===== config.mk =====
export PLATFORM = sky130hd
export DESIGN_NAME = tbi_irq_ctrl
export DESIGN_NICKNAME = d
export VERILOG_FILES = /design/src/include/tbi_pkg.sv /design/src/include/tbi_tick_if.sv /design/src/rtl/tbi_tick_gen.sv /design/src/rtl/tbi_irq_ctrl.sv
export VERILOG_INCLUDE_DIRS = /design/src /design/src/include
export SDC_FILE = /design/constraint.sdc
export NUM_CORES = 1
export LEC_CHECK = 0
export BUFFER_PORTS_ARGS = -buffer_cell sky130_fd_sc_hd__buf_2
export CAP_MARGIN = 20
export CORE_MARGIN = 1
export CORE_UTILIZATION = 57
export CTS_CLUSTER_SIZE = 28
export DETAILED_ROUTE_END_ITERATION = 16
export PLACE_DENSITY = 0.82
export SLEW_MARGIN = 10
export SYNTH_ARGS = -nofsm -noshare
export SYNTH_HDL_FRONTEND = slang
export SYNTH_HIERARCHICAL = 1
export SYNTH_SLANG_ARGS = --single-unit

===== constraint.sdc =====
create_clock -name mclk_i -period 3.12 [get_ports mclk_i]
set_input_delay 0.78 -clock mclk_i [delete_from_list [all_inputs] [get_ports mclk_i]]
set_output_delay 0.78 -clock mclk_i [all_outputs]
set_load 0.01 [all_outputs]

===== src/include/tbi_consts.svh =====
`ifndef TBI_CONSTS_SVH
`define TBI_CONSTS_SVH

// register byte addresses
`define TBI_ADDR_INT  8'h00
`define TBI_ADDR_TCTL 8'h01
`define TBI_ADDR_GRP  8'h02
`define TBI_ADDR_SRC  8'h03
`define TBI_ADDR_TME  8'h04
`define TBI_ADDR_TMF  8'h05

// time_base_control
`define TBI_TCTL_RST  8'h37
`define TBI_TCTL_ON   7
`define TBI_TCTL_CK   6
`define TBI_TCTL_T1   5:4
`define TBI_TCTL_LP   3
`define TBI_TCTL_T0   2:0

// interrupt control register fields
`define TBI_INT_GIE   0
`define TBI_INT_EN    2:1
`define TBI_INT_FLG   5:4

// group and source registers: enables low nibble, flags high nibble
`define TBI_LO_NIB    3:0
`define TBI_HI_NIB    7:4
`define TBI_TMR_BITS  6:0
`define TBI_NTMR      7
`define TBI_NGRP      4
`define TBI_NVEC      6

// group membership
`define TBI_G0_SRC    1:0
`define TBI_G1_SRC    3:2
`define TBI_G2_TMR    3:0
`define TBI_G3_TMR    6:4

// synchronised inputs
`define TBI_NSYNC     3
`define TBI_SY_TSRC   0
`define TBI_SY_PIN    1
`define TBI_SY_LVD    2

// divider
`define TBI_CNT_W     15
`define TBI_T0_SHIFT  4'd8
`define TBI_T1_SHIFT  4'd12
`define TBI_DIV4_LAST 2'h3

// vector addresses, arbitrary placement
`define TBI_VA_TICK0  12'h01c
`define TBI_VA_TICK1  12'h020
`define TBI_VA_GRP0   12'h024
`define TBI_VA_GRP1   12'h028
`define TBI_VA_GRP2   12'h02c
`define TBI_VA_GRP3   12'h030

`endif


===== src/include/tbi_pkg.sv =====
`default_nettype none
package tbi_pkg;
  typedef logic [7:0]  tbi_byte_t;
  typedef logic [11:0] tbi_vaddr_t;
  typedef logic [6:0]  tbi_tmr_t;
  typedef enum logic [2:0] {
    TBI_V_TICK0,
    TBI_V_TICK1,
    TBI_V_GRP0,
    TBI_V_GRP1,
    TBI_V_GRP2,
    TBI_V_GRP3
  } tbi_vec_t;
endpackage : tbi_pkg
`default_nettype wire


===== src/include/tbi_tick_if.sv =====
`timescale 1ns/1ps
`default_nettype none
interface tbi_tick_if;
  logic       run;
  logic       tick;
  logic [2:0] t0_sel;
  logic [1:0] t1_sel;
  logic       t0_ovf;
  logic       t1_ovf;
  modport ctl (output run, tick, t0_sel, t1_sel, input t0_ovf, t1_ovf);
  modport gen (input run, tick, t0_sel, t1_sel, output t0_ovf, t1_ovf);
endinterface : tbi_tick_if
`default_nettype wire


===== src/rtl/tbi_tick_gen.sv =====
`timescale 1ns/1ps
`default_nettype none
`include "tbi_consts.svh"
module tbi_tick_gen (
  // clock and reset
  input wire logic mclk_i,
  input wire logic nrst_i,
  // control side
  tbi_tick_if.gen  tk
);
  import tbi_pkg::*;

  logic [`TBI_CNT_W-1:0] cnt_q;
  logic [`TBI_CNT_W-1:0] m0;
  logic [`TBI_CNT_W-1:0] m1;

  // one shared divider; both periods are tap masks on it
  always_comb
  begin
    m0 = ~({`TBI_CNT_W{1'b1}} << (4'(tk.t0_sel) + `TBI_T0_SHIFT));
    m1 = ~({`TBI_CNT_W{1'b1}} << (4'(tk.t1_sel) + `TBI_T1_SHIFT));
  end

  always_ff @(posedge mclk_i)
  begin
    if (!nrst_i || !tk.run)
      cnt_q <= '0;
    else if (tk.tick)
      cnt_q <= cnt_q + 1'b1;
  end

  always_ff @(posedge mclk_i)
  begin
    if (!nrst_i)
    begin
      tk.t0_ovf <= 1'b0;
      tk.t1_ovf <= 1'b0;
    end
    else
    begin
      tk.t0_ovf <= tk.run && tk.tick && ((cnt_q & m0) == m0);
      tk.t1_ovf <= tk.run && tk.tick && ((cnt_q & m1) == m1);
    end
  end
endmodule : tbi_tick_gen
`default_nettype wire


===== src/rtl/tbi_irq_ctrl.sv =====
// Our own choices: the address-and-strobe port and the register addresses.
`timescale 1ns/1ps
`default_nettype none
`include "tbi_consts.svh"
module tbi_irq_ctrl (
  // clock and reset
  input  wire logic              mclk_i,
  input  wire logic              nrst_i,
  // register port
  input  wire logic [7:0]        reg_addr_i,
  input  wire tbi_pkg::tbi_byte_t reg_wdata_i,
  input  wire logic              reg_wr_i,
  input  wire logic              reg_rd_i,
  output tbi_pkg::tbi_byte_t     reg_rdata_o,
  // event sources
  input  wire logic              tick_src_clk_i,
  input  wire logic              serial_byte_done_i,
  input  wire logic              periph_edge_pin_i,
  input  wire logic              nv_cycle_done_i,
  input  wire logic              low_supply_i,
  input  wire tbi_pkg::tbi_tmr_t timer_match_i,
  // core sequencer
  input  wire logic              instr_boundary_i,
  input  wire logic              stack_full_i,
  input  wire logic              return_from_interrupt_i,
  output logic                   vector_take_o,
  output tbi_pkg::tbi_vaddr_t    vector_addr_o,
  output logic                   wake_o,
  // oscillator control
  output logic                   slow_crystal_low_power_o
);
  import tbi_pkg::*;

  // group n collects the rising/pending bits of its members
  function automatic logic [`TBI_NGRP-1:0] grp_or(
    input logic [3:0]           s,
    input logic [`TBI_NTMR-1:0] t
  );
    grp_or = {|t[`TBI_G3_TMR], |t[`TBI_G2_TMR],
              |s[`TBI_G1_SRC], |s[`TBI_G0_SRC]};
  endfunction : grp_or

  // lowest index wins
  function automatic tbi_vec_t pick(input logic [`TBI_NVEC-1:0] p);
    pick = TBI_V_TICK0;
    for (int i = `TBI_NVEC - 1; i >= 0; i--)
    begin
      if (p[i])
        pick = tbi_vec_t'(3'(i));
    end
  endfunction : pick

  function automatic tbi_vaddr_t vaddr(input tbi_vec_t v);
    unique case (v)
      TBI_V_TICK0: vaddr = `TBI_VA_TICK0;
      TBI_V_TICK1: vaddr = `TBI_VA_TICK1;
      TBI_V_GRP0:  vaddr = `TBI_VA_GRP0;
      TBI_V_GRP1:  vaddr = `TBI_VA_GRP1;
      TBI_V_GRP2:  vaddr = `TBI_VA_GRP2;
      TBI_V_GRP3:  vaddr = `TBI_VA_GRP3;
      default:     vaddr = `TBI_VA_TICK0;
    endcase
  endfunction : vaddr

  // input synchronisers
  logic [`TBI_NSYNC-1:0] sy_in;
  logic [2:0]            sy_q   [`TBI_NSYNC];
  logic                  sy_lvl_q [`TBI_NSYNC];
  logic                  sy_old_q [`TBI_NSYNC];

  assign sy_in = {low_supply_i, periph_edge_pin_i, tick_src_clk_i};

  // a level counts only once stages two and three agree, so a
  // single-cycle glitch on the pin never makes an edge
  generate
    for (genvar k = 0; k < `TBI_NSYNC; k++)
    begin : g_sync
      always_ff @(posedge mclk_i)
      begin
        if (!nrst_i)
        begin
          sy_q[k]     <= 3'h0;
          sy_lvl_q[k] <= 1'b0;
          sy_old_q[k] <= 1'b0;
        end
        else
        begin
          sy_q[k] <= {sy_q[k][1:0], sy_in[k]};
          if (sy_q[k][1] == sy_q[k][2])
            sy_lvl_q[k] <= sy_q[k][2];
          sy_old_q[k] <= sy_lvl_q[k];
        end
      end
    end
  endgenerate

  logic tsrc_rise;
  logic pin_fall;
  logic lvd_rise;

  assign tsrc_rise = sy_lvl_q[`TBI_SY_TSRC] & ~sy_old_q[`TBI_SY_TSRC];
  assign pin_fall = ~sy_lvl_q[`TBI_SY_PIN] & sy_old_q[`TBI_SY_PIN];
  assign lvd_rise = sy_lvl_q[`TBI_SY_LVD] & ~sy_old_q[`TBI_SY_LVD];

  // registers
  tbi_byte_t             tctl_q;
  logic                  gie_q;
  logic [1:0]            tick_en_q;
  logic [1:0]            tick_flag_q;
  logic [1:0]            tick_flag_d;
  logic [`TBI_NGRP-1:0]  grp_en_q;
  logic [`TBI_NGRP-1:0]  grp_flag_q;
  logic [`TBI_NGRP-1:0]  grp_flag_d;
  logic [3:0]            src_en_q;
  logic [3:0]            src_flag_q;
  logic [3:0]            src_flag_d;
  logic [`TBI_NTMR-1:0]  tmr_en_q;
  logic [`TBI_NTMR-1:0]  tmr_flag_q;
  logic [`TBI_NTMR-1:0]  tmr_flag_d;
  logic [1:0]            div_q;

  logic wr_int;
  logic wr_tctl;
  logic wr_grp;
  logic wr_src;
  logic wr_tme;
  logic wr_tmf;

  assign wr_int = reg_wr_i && (reg_addr_i == `TBI_ADDR_INT);
  assign wr_tctl = reg_wr_i && (reg_addr_i == `TBI_ADDR_TCTL);
  assign wr_grp = reg_wr_i && (reg_addr_i == `TBI_ADDR_GRP);
  assign wr_src = reg_wr_i && (reg_addr_i == `TBI_ADDR_SRC);
  assign wr_tme = reg_wr_i && (reg_addr_i == `TBI_ADDR_TME);
  assign wr_tmf = reg_wr_i && (reg_addr_i == `TBI_ADDR_TMF);

  // tick divider
  tbi_tick_if tk ();

  tbi_tick_gen u_tick_gen (
    .mclk_i (mclk_i),
    .nrst_i (nrst_i),
    .tk     (tk.gen)
  );

  always_ff @(posedge mclk_i)
  begin
    if (!nrst_i)
      div_q <= 2'h0;
    else
      div_q <= div_q + 1'b1;
  end

  assign tk.run    = tctl_q[`TBI_TCTL_ON];
  assign tk.tick   = tctl_q[`TBI_TCTL_CK] ? (div_q == `TBI_DIV4_LAST)
                                          : tsrc_rise;
  assign tk.t0_sel = tctl_q[`TBI_TCTL_T0];
  assign tk.t1_sel = tctl_q[`TBI_TCTL_T1];

  // vector selection
  logic [`TBI_NGRP-1:0] grp_rdy;
  logic [`TBI_NVEC-1:0] pend;
  logic                 take;
  tbi_vec_t             sel;

  // a group vectors only if an enabled member is flagged
  assign grp_rdy = grp_flag_q & grp_en_q
                 & grp_or(src_flag_q & src_en_q, tmr_flag_q & tmr_en_q);
  assign pend    = {grp_rdy, tick_flag_q & tick_en_q};
  assign sel     = pick(pend);
  assign take    = instr_boundary_i && gie_q && (|pend) && !stack_full_i;

  // flag next values: write first, then service clear, then hw set,
  // so an event in the clearing cycle is never lost
  always_comb
  begin
    tick_flag_d = tick_flag_q;
    if (wr_int)
      tick_flag_d = reg_wdata_i[`TBI_INT_FLG];
    if (take && sel == TBI_V_TICK0)
      tick_flag_d[0] = 1'b0;
    if (take && sel == TBI_V_TICK1)
      tick_flag_d[1] = 1'b0;
    tick_flag_d = tick_flag_d | {tk.t1_ovf, tk.t0_ovf};
  end

  always_comb
  begin
    src_flag_d = src_flag_q;
    if (wr_src)
      src_flag_d = reg_wdata_i[`TBI_HI_NIB];
    src_flag_d = src_flag_d
               | {lvd_rise, nv_cycle_done_i, pin_fall, serial_byte_done_i};
  end

  always_comb
  begin
    tmr_flag_d = tmr_flag_q;
    if (wr_tmf)
      tmr_flag_d = reg_wdata_i[`TBI_TMR_BITS];
    tmr_flag_d = tmr_flag_d | timer_match_i;
  end

  always_comb
  begin
    grp_flag_d = grp_flag_q;
    if (wr_grp)
      grp_flag_d = reg_wdata_i[`TBI_HI_NIB];
    for (int g = 0; g < `TBI_NGRP; g++)
    begin
      if (take && sel == tbi_vec_t'(3'(g + 2)))
        grp_flag_d[g] = 1'b0;
    end
    grp_flag_d = grp_flag_d
               | grp_or(src_flag_d & ~src_flag_q, tmr_flag_d & ~tmr_flag_q);
  end

  always_ff @(posedge mclk_i)
  begin
    if (!nrst_i)
    begin
      tick_flag_q <= 2'h0;
      src_flag_q  <= 4'h0;
      tmr_flag_q  <= '0;
      grp_flag_q  <= '0;
    end
    else
    begin
      tick_flag_q <= tick_flag_d;
      src_flag_q  <= src_flag_d;
      tmr_flag_q  <= tmr_flag_d;
      grp_flag_q  <= grp_flag_d;
    end
  end

  // global enable: a return sets it back, and set wins over clear
  always_ff @(posedge mclk_i)
  begin
    if (!nrst_i)
      gie_q <= 1'b0;
    else if (return_from_interrupt_i)
      gie_q <= 1'b1;
    else if (take)
      gie_q <= 1'b0;
    else if (wr_int)
      gie_q <= reg_wdata_i[`TBI_INT_GIE];
  end

  // enables and time base control
  always_ff @(posedge mclk_i)
  begin
    if (!nrst_i)
    begin
      tctl_q    <= `TBI_TCTL_RST;
      tick_en_q <= 2'h0;
      grp_en_q  <= '0;
      src_en_q  <= 4'h0;
      tmr_en_q  <= '0;
    end
    else
    begin
      if (wr_tctl)
        tctl_q <= reg_wdata_i;
      if (wr_int)
        tick_en_q <= reg_wdata_i[`TBI_INT_EN];
      if (wr_grp)
        grp_en_q <= reg_wdata_i[`TBI_LO_NIB];
      if (wr_src)
        src_en_q <= reg_wdata_i[`TBI_LO_NIB];
      if (wr_tme)
        tmr_en_q <= reg_wdata_i[`TBI_TMR_BITS];
    end
  end

  // vector hand-off to the sequencer
  always_ff @(posedge mclk_i)
  begin
    if (!nrst_i)
    begin
      vector_take_o <= 1'b0;
      vector_addr_o <= '0;
    end
    else
    begin
      vector_take_o <= take;
      if (take)
        vector_addr_o <= vaddr(sel);
    end
  end

  // wake on any flag rising, enables ignored; a flag already high
  // cannot rise again, which is how software masks wake-up
  logic [`TBI_NTMR+`TBI_NGRP+5:0] all_d;
  logic [`TBI_NTMR+`TBI_NGRP+5:0] all_q;

  assign all_d = {tick_flag_d, src_flag_d, tmr_flag_d, grp_flag_d};
  assign all_q = {tick_flag_q, src_flag_q, tmr_flag_q, grp_flag_q};

  always_ff @(posedge mclk_i)
  begin
    if (!nrst_i)
      wake_o <= 1'b0;
    else
      wake_o <= |(all_d & ~all_q);
  end

  always_ff @(posedge mclk_i)
  begin
    if (!nrst_i)
      slow_crystal_low_power_o <= 1'b0;
    else
      slow_crystal_low_power_o <= tctl_q[`TBI_TCTL_LP];
  end

  // read port: data valid only in the cycle after the strobe
  tbi_byte_t rd_mux;

  always_comb
  begin
    rd_mux = 8'h00;
    unique case (reg_addr_i)
      `TBI_ADDR_INT:
      begin
        rd_mux[`TBI_INT_GIE] = gie_q;
        rd_mux[`TBI_INT_EN]  = tick_en_q;
        rd_mux[`TBI_INT_FLG] = tick_flag_q;
      end
      `TBI_ADDR_TCTL: rd_mux = tctl_q;
      `TBI_ADDR_GRP: rd_mux = {grp_flag_q, grp_en_q};
      `TBI_ADDR_SRC: rd_mux = {src_flag_q, src_en_q};
      `TBI_ADDR_TME: rd_mux[`TBI_TMR_BITS] = tmr_en_q;
      `TBI_ADDR_TMF: rd_mux[`TBI_TMR_BITS] = tmr_flag_q;
      default:       rd_mux = 8'h00;
    endcase
  end

  always_ff @(posedge mclk_i)
  begin
    if (!nrst_i)
      reg_rdata_o <= 8'h00;
    else
      reg_rdata_o <= reg_rd_i ? rd_mux : 8'h00;
  end
endmodule : tbi_irq_ctrl
`default_nettype wire


# == Yosys cells after proc, flatten, opt, wreduce, memory -nomap -nowiden ==
# Memories as Yosys holds them, arrays and structs flattened.
# Index checks and enable logic that the tools add are counted.
# word_totals
ramBits,15
regBits,85
out_inout_bits,23
elab_cells,160
inputBits,35
n_memories,3
# classes
n_shift,2
muxes,46
eq_ne,16
n_reduce_logical,36
add_sub_neg,4
bitwise,34
# memory_table
memory,depth,width,rd,rd_ports_with_merged_regs,wr,line_no,source
sy_q,3,3,3,0,3,tbi_irq_ctrl.sv:67,logic [2:0] sy_q [`TBI_NSYNC];
sy_lvl_q,3,1,3,0,3,tbi_irq_ctrl.sv:68,logic sy_lvl_q [`TBI_NSYNC];
sy_old_q,3,1,3,0,3,tbi_irq_ctrl.sv:69,logic sy_old_q [`TBI_NSYNC];
# op_table
operator,count
15-bit AND,2
15-bit equality test,2
15-bit inverter,2
6-bit one-hot mux with 5 select lines,1
15-bit by 4-bit left shift with 15-bit output (first input constant),2
1-bit 2-to-1 mux,27
3-bit 2-to-1 mux,9
1-bit logical AND,18
3-bit one-hot mux with 6 select lines,1
17-bit AND,1
17-bit inverter,1
17-bit OR reduction,1
4-bit AND,4
8-bit by 2-bit equality test with 1-bit output (second input constant),2
8-bit by 3-bit equality test with 1-bit output (second input constant),2
15-bit by 1-bit adder with 15-bit output (second input constant),1
7-bit AND,2
2-bit one-hot mux with 6 select lines,1
1-bit one-hot mux with 5 select lines,2
1-bit bitwise OR,9
8-bit by 1-bit equality test with 1-bit output (second input constant),1
8-bit logical NOT,1
4-bit 2-to-1 mux,2
4-bit bitwise OR,2
other kinds (27),42

# == Logic depth before layout (Yosys ltp) ==
# logic_depth
depth_word,15
mapped_depth,8
mapped_depth_nobuf,7

# == By module ==
# Netlist, hierarchy kept.
# modules_own_cells
module,seq_area_each_um2,area_each_um2,n_inst,cells_each
tbi_irq_ctrl,1521.5,3529.6,1,390
tbi_tick_gen,340.3,787.0,1,93

# == Worst setup path before layout ==
# Ideal clock, no wire load.
# synth_path
kind,input -> register
start,input port reg_addr_i[5]
end,register grp_flag_q[0]
setup_ns,0.120
cell_stages,7
slack_ns,0.634
path_buffers,2
required_time_ns,3.000
arrival_ns,2.367
cell_sequence,or3_1 buf_6 or4_4 buf_6 mux2i_1 a31oi_1 o31a_1
# synth_between
elab_chain_len,7
elab_cells_between_ends,11
cone_classes,2 x eq/ne; 3 x mux; 3 x bitwise; 3 x reduce/logical
# synth_lines
item,line_no,source
from (decl),tbi_irq_ctrl.sv:10,"input wire logic [7:0] reg_addr_i,"
8-bit by 2-bit equality test with 1-bit output,-,
1-bit logical AND,tbi_irq_ctrl.sv:132,assign wr_src = reg_wr_i && (reg_addr_i == `TBI_ADDR_SRC);
4-bit 2-to-1 mux,tbi_irq_ctrl.sv:189,if (wr_src)
4-bit bitwise OR,tbi_irq_ctrl.sv:192,"| {lvd_rise, nv_cycle_done_i, pin_fall, serial_byte_done_i};"
4-bit AND,tbi_irq_ctrl.sv:214,"| grp_or(src_flag_d & ~src_flag_q, tmr_flag_d & ~tmr_flag_q);"
2-bit OR reduction,tbi_irq_ctrl.sv:40,"|s[`TBI_G1_SRC], |s[`TBI_G0_SRC]};"
4-bit bitwise OR (*),tbi_irq_ctrl.sv:214,
to (signal assigned),tbi_irq_ctrl.sv:231,grp_flag_q <= grp_flag_d;
to (decl),tbi_irq_ctrl.sv:112,logic [`TBI_NGRP-1:0] grp_flag_q;
# Every way passes the cells marked *; elsewhere a longest branch is shown, timed or not.
# A chain may end at the register's enable or synchronous reset.

# == Final worst setup path ==
# layout_path
start,input port reg_addr_i[5]
end,register wake_o
# layout_between
elab_chain_len,9
elab_cells_between_ends,30
cone_classes,3 x eq/ne; 10 x mux; 7 x bitwise; 10 x reduce/logical
# layout_lines
item,line_no,source
8-bit by 3-bit equality test with 1-bit output / 8-bit by 2-bit equality test with 1-bit output (equally long branches),-,
"1-bit logical AND, on equally long branches","tbi_irq_ctrl.sv:134, tbi_irq_ctrl.sv:132",
7-bit 2-to-1 mux / 4-bit 2-to-1 mux (equally long branches),"tbi_irq_ctrl.sv:198, tbi_irq_ctrl.sv:189",
7-bit bitwise OR / 4-bit bitwise OR (equally long branches),"tbi_irq_ctrl.sv:200, tbi_irq_ctrl.sv:192",
7-bit AND / 4-bit AND (equally long branches),tbi_irq_ctrl.sv:214,
"4-bit OR reduction, or another cell as far along",tbi_irq_ctrl.sv:39,"grp_or = {|t[`TBI_G3_TMR], |t[`TBI_G2_TMR],"
4-bit bitwise OR,tbi_irq_ctrl.sv:214,
17-bit AND (*),tbi_irq_ctrl.sv:303,wake_o <= |(all_d & ~all_q);
17-bit OR reduction (*),tbi_irq_ctrl.sv:303,
to (signal assigned),tbi_irq_ctrl.sv:303,
to (decl),tbi_irq_ctrl.sv:28,"output logic wake_o,"
# Marks and branches as above.

==> impl_metrics.yaml <==
outcome:
  status: "complete, no violations"
sta:
  fmax_ghz: 0.426
  fin_crit_sh: 0.752
  drv_slew: 0
  clock_skew_ns: 0.00912
  setup_viol: 0
  rsz0062_at_grt: "no"
  worstMarginPinSlew_ns: 0.731
  hold_viol: 0
  relSlewSlack: 0.512
  period_needed_ns: 2.35
  holdWs_ns: 0.428
  setup_tns_ns: 0
pwr:
  power_density_nw_per_um2: 483
  irDropWorstVdd_mv: 0.257
  p_leak_nw: 2.12
final_layout:
  diodes: 0
  drive_above_1_share: 0.183
  layout_common_cells: "dfxtp_1, nor2_1, buf_2"
  fin_nets: 568
  area_growth_pct: 12.9
  final_common_cell: "dfxtp_1"
place:
  place_congestion: 0.942
  numPortBuffers: 49
  hpwl_um: 7210
die:
  die_area_um2: 7930
  die_x_um: 89.0
  initial_core_util: 0.592
  num_rows: 31
  coreArea_um2: 7290
  die_y_um: 89.0
  io_pins: 58
detailed_routing:
  drtPass1Iterations: 5
  num_vias: 3677
  dr.first_iter.drc_count: 329
  wl_per_cell_um: 15.6
  drc: 0
  antenna_left: 0
  via_per_inst: 5.79
  finalWirelength_um: 9920
synth:
  syn_area_per_cell_um2: 8.94
  synthTopCellsByArea: "dfxtp_1, mux2i_1, nor2_1"
  yosys.area.top_type_share: 0.417
  synth_largest_area_cell: "dfxtp_1"
  synth-async-reset-ratio: 0
  synthCells: 483
  ys_warn_count: 6
  syn_area_um2: 4320
  synth-main-ff-cell: "dfxtp_1"
  yosys_register_bits: 92
  synth_cell_types: 55
  ys_seq_area_frac: 0.431
  synth_edf_count: 2
global_routing:
  grt_pass1_vias: 3460
  grt_usage: 0.266
  antenna_found_initial: 0
  grt_overflow: 0
  grt_max_degree: 24
  grt_pass1_wl_um: 15800
critical_path:
  required_ns: 3.41
  crit_buf_inv: 1
  crit_arrival_ns: 2.63
  path_delay_family: "simple AND/OR/NAND/NOR gates"
  crit_path_frequent_cell: "or3_1"
  critical_path_class: "input port to flop"
  cp-end-kind: "flop"
  cp_slowest_cell: "or3_1"
  path_cells: "buf_2 > or3_1 > or3_1 > a21oi_1 > nor3_1 > a41oi_1"
  path_max_fanout: 10
  start_kind: "input port"
  crit_path_max_incr_delay_ns: 0.67
clocking:
  clockRootBuffer: "clkbuf_8"
  path_clk_slew_ns: 0.09
  cts_hold_buf: 0
  post_cts_resized: 0
  post_cts_buffers: 0
  cts_buffers: 9
  clkSinkCount: 92
  htreeDepth: 3
  cts_tree: "built"
  clock_latency_ns: 0.36
  clockBufferDepth: 2
job:
  maxCapViolCount: 0
worst_hold_path:
  hold_path.class: "flop to flop"
## power breakdown
part / total, mW / switching (mW) / internal [mW]
clock network: 0.966 / 0.437 / 0.529
registers: 1.22 / 0.0211 / 1.20
logic: 0.167 / 0.0957 / 0.0715
total: 2.36 / 0.554 / 1.80
## registers in the layout (all words and copies together) (netlist names), 4 cells and up
name	flops
reg_rdata_o	8
tmr_en_q	7
tmr_flag_q	7
u_tick_gen/cnt_q	15
grp_en_q	4
src_flag_q	4
vector_addr_o	4
sy_q	9
tctl_q	8
grp_flag_q	4
src_en_q	4
## cell type report
cell class	count	area (um^2)
inverter	26	97.6
timing repair buffer	60	328
multi-input combinational	342	2210
fill	636	2420
tap	99	124
sequential	92	1860
clock buffer	11	163
clock inverter	5	86.3
## synthesized netlist by cell type, types with 7 or more instances
cell	number
a21oi_1	28
a22oi_1	11
and2_1	14
buf_4	9
clkbuf_1	11
dfxtp_1	90
inv_1	26
mux2i_1	37
nand2_1	45
nand3_1	9
nor2_1	52
nor2b_1	10
nor4_1	8
o21ai_0	23
xnor2_1	7
## worst paths after layout
check                              startpoint                   end  slack (ns)  depth (start not counted)
worst max register to register      tctl_q[6]  u_tick_gen/cnt_q[14]        0.99                          7
worst max-delay path            reg_addr_i[5]                wake_o        0.77                          6
worst min-delay path                 div_q[0]              div_q[0]        0.43                          1
worst min register to register       div_q[0]              div_q[0]        0.43                          1
## metrics by stage
step           worst slack (ns)  utilization  cell area [um^2]  instances  power [mW]
2_1_floorplan             0.634            -              4340        490        1.36
3_3_place_gp              0.478        0.634              4630        619        1.41
3_5_place_dp              0.434        0.634              4630        619        1.41
4_1_cts                   0.798        0.668              4870        635        2.37
5_1_grt                   0.652        0.668              4870        635        2.44
6_report                  0.774        0.668              4870        635        2.36
## per-layer routing
metal	wire, um	GRT usage
met5	0	0
met4	367	0.150
met3	636	0.0388
met2	4670	0.450
met1	4240	0.326
## cells by family after synthesis
group           after synthesis  synth area share
xor+xnor                     13            0.0264
fa+ha+maj                     2           0.00580
mux                          48             0.128
simple gates                180             0.212
other cells                   1          0.000869
flops                        92             0.431
buf+inv                      56            0.0617
compound gates               91             0.134
(Power assumes the default switching activity.)
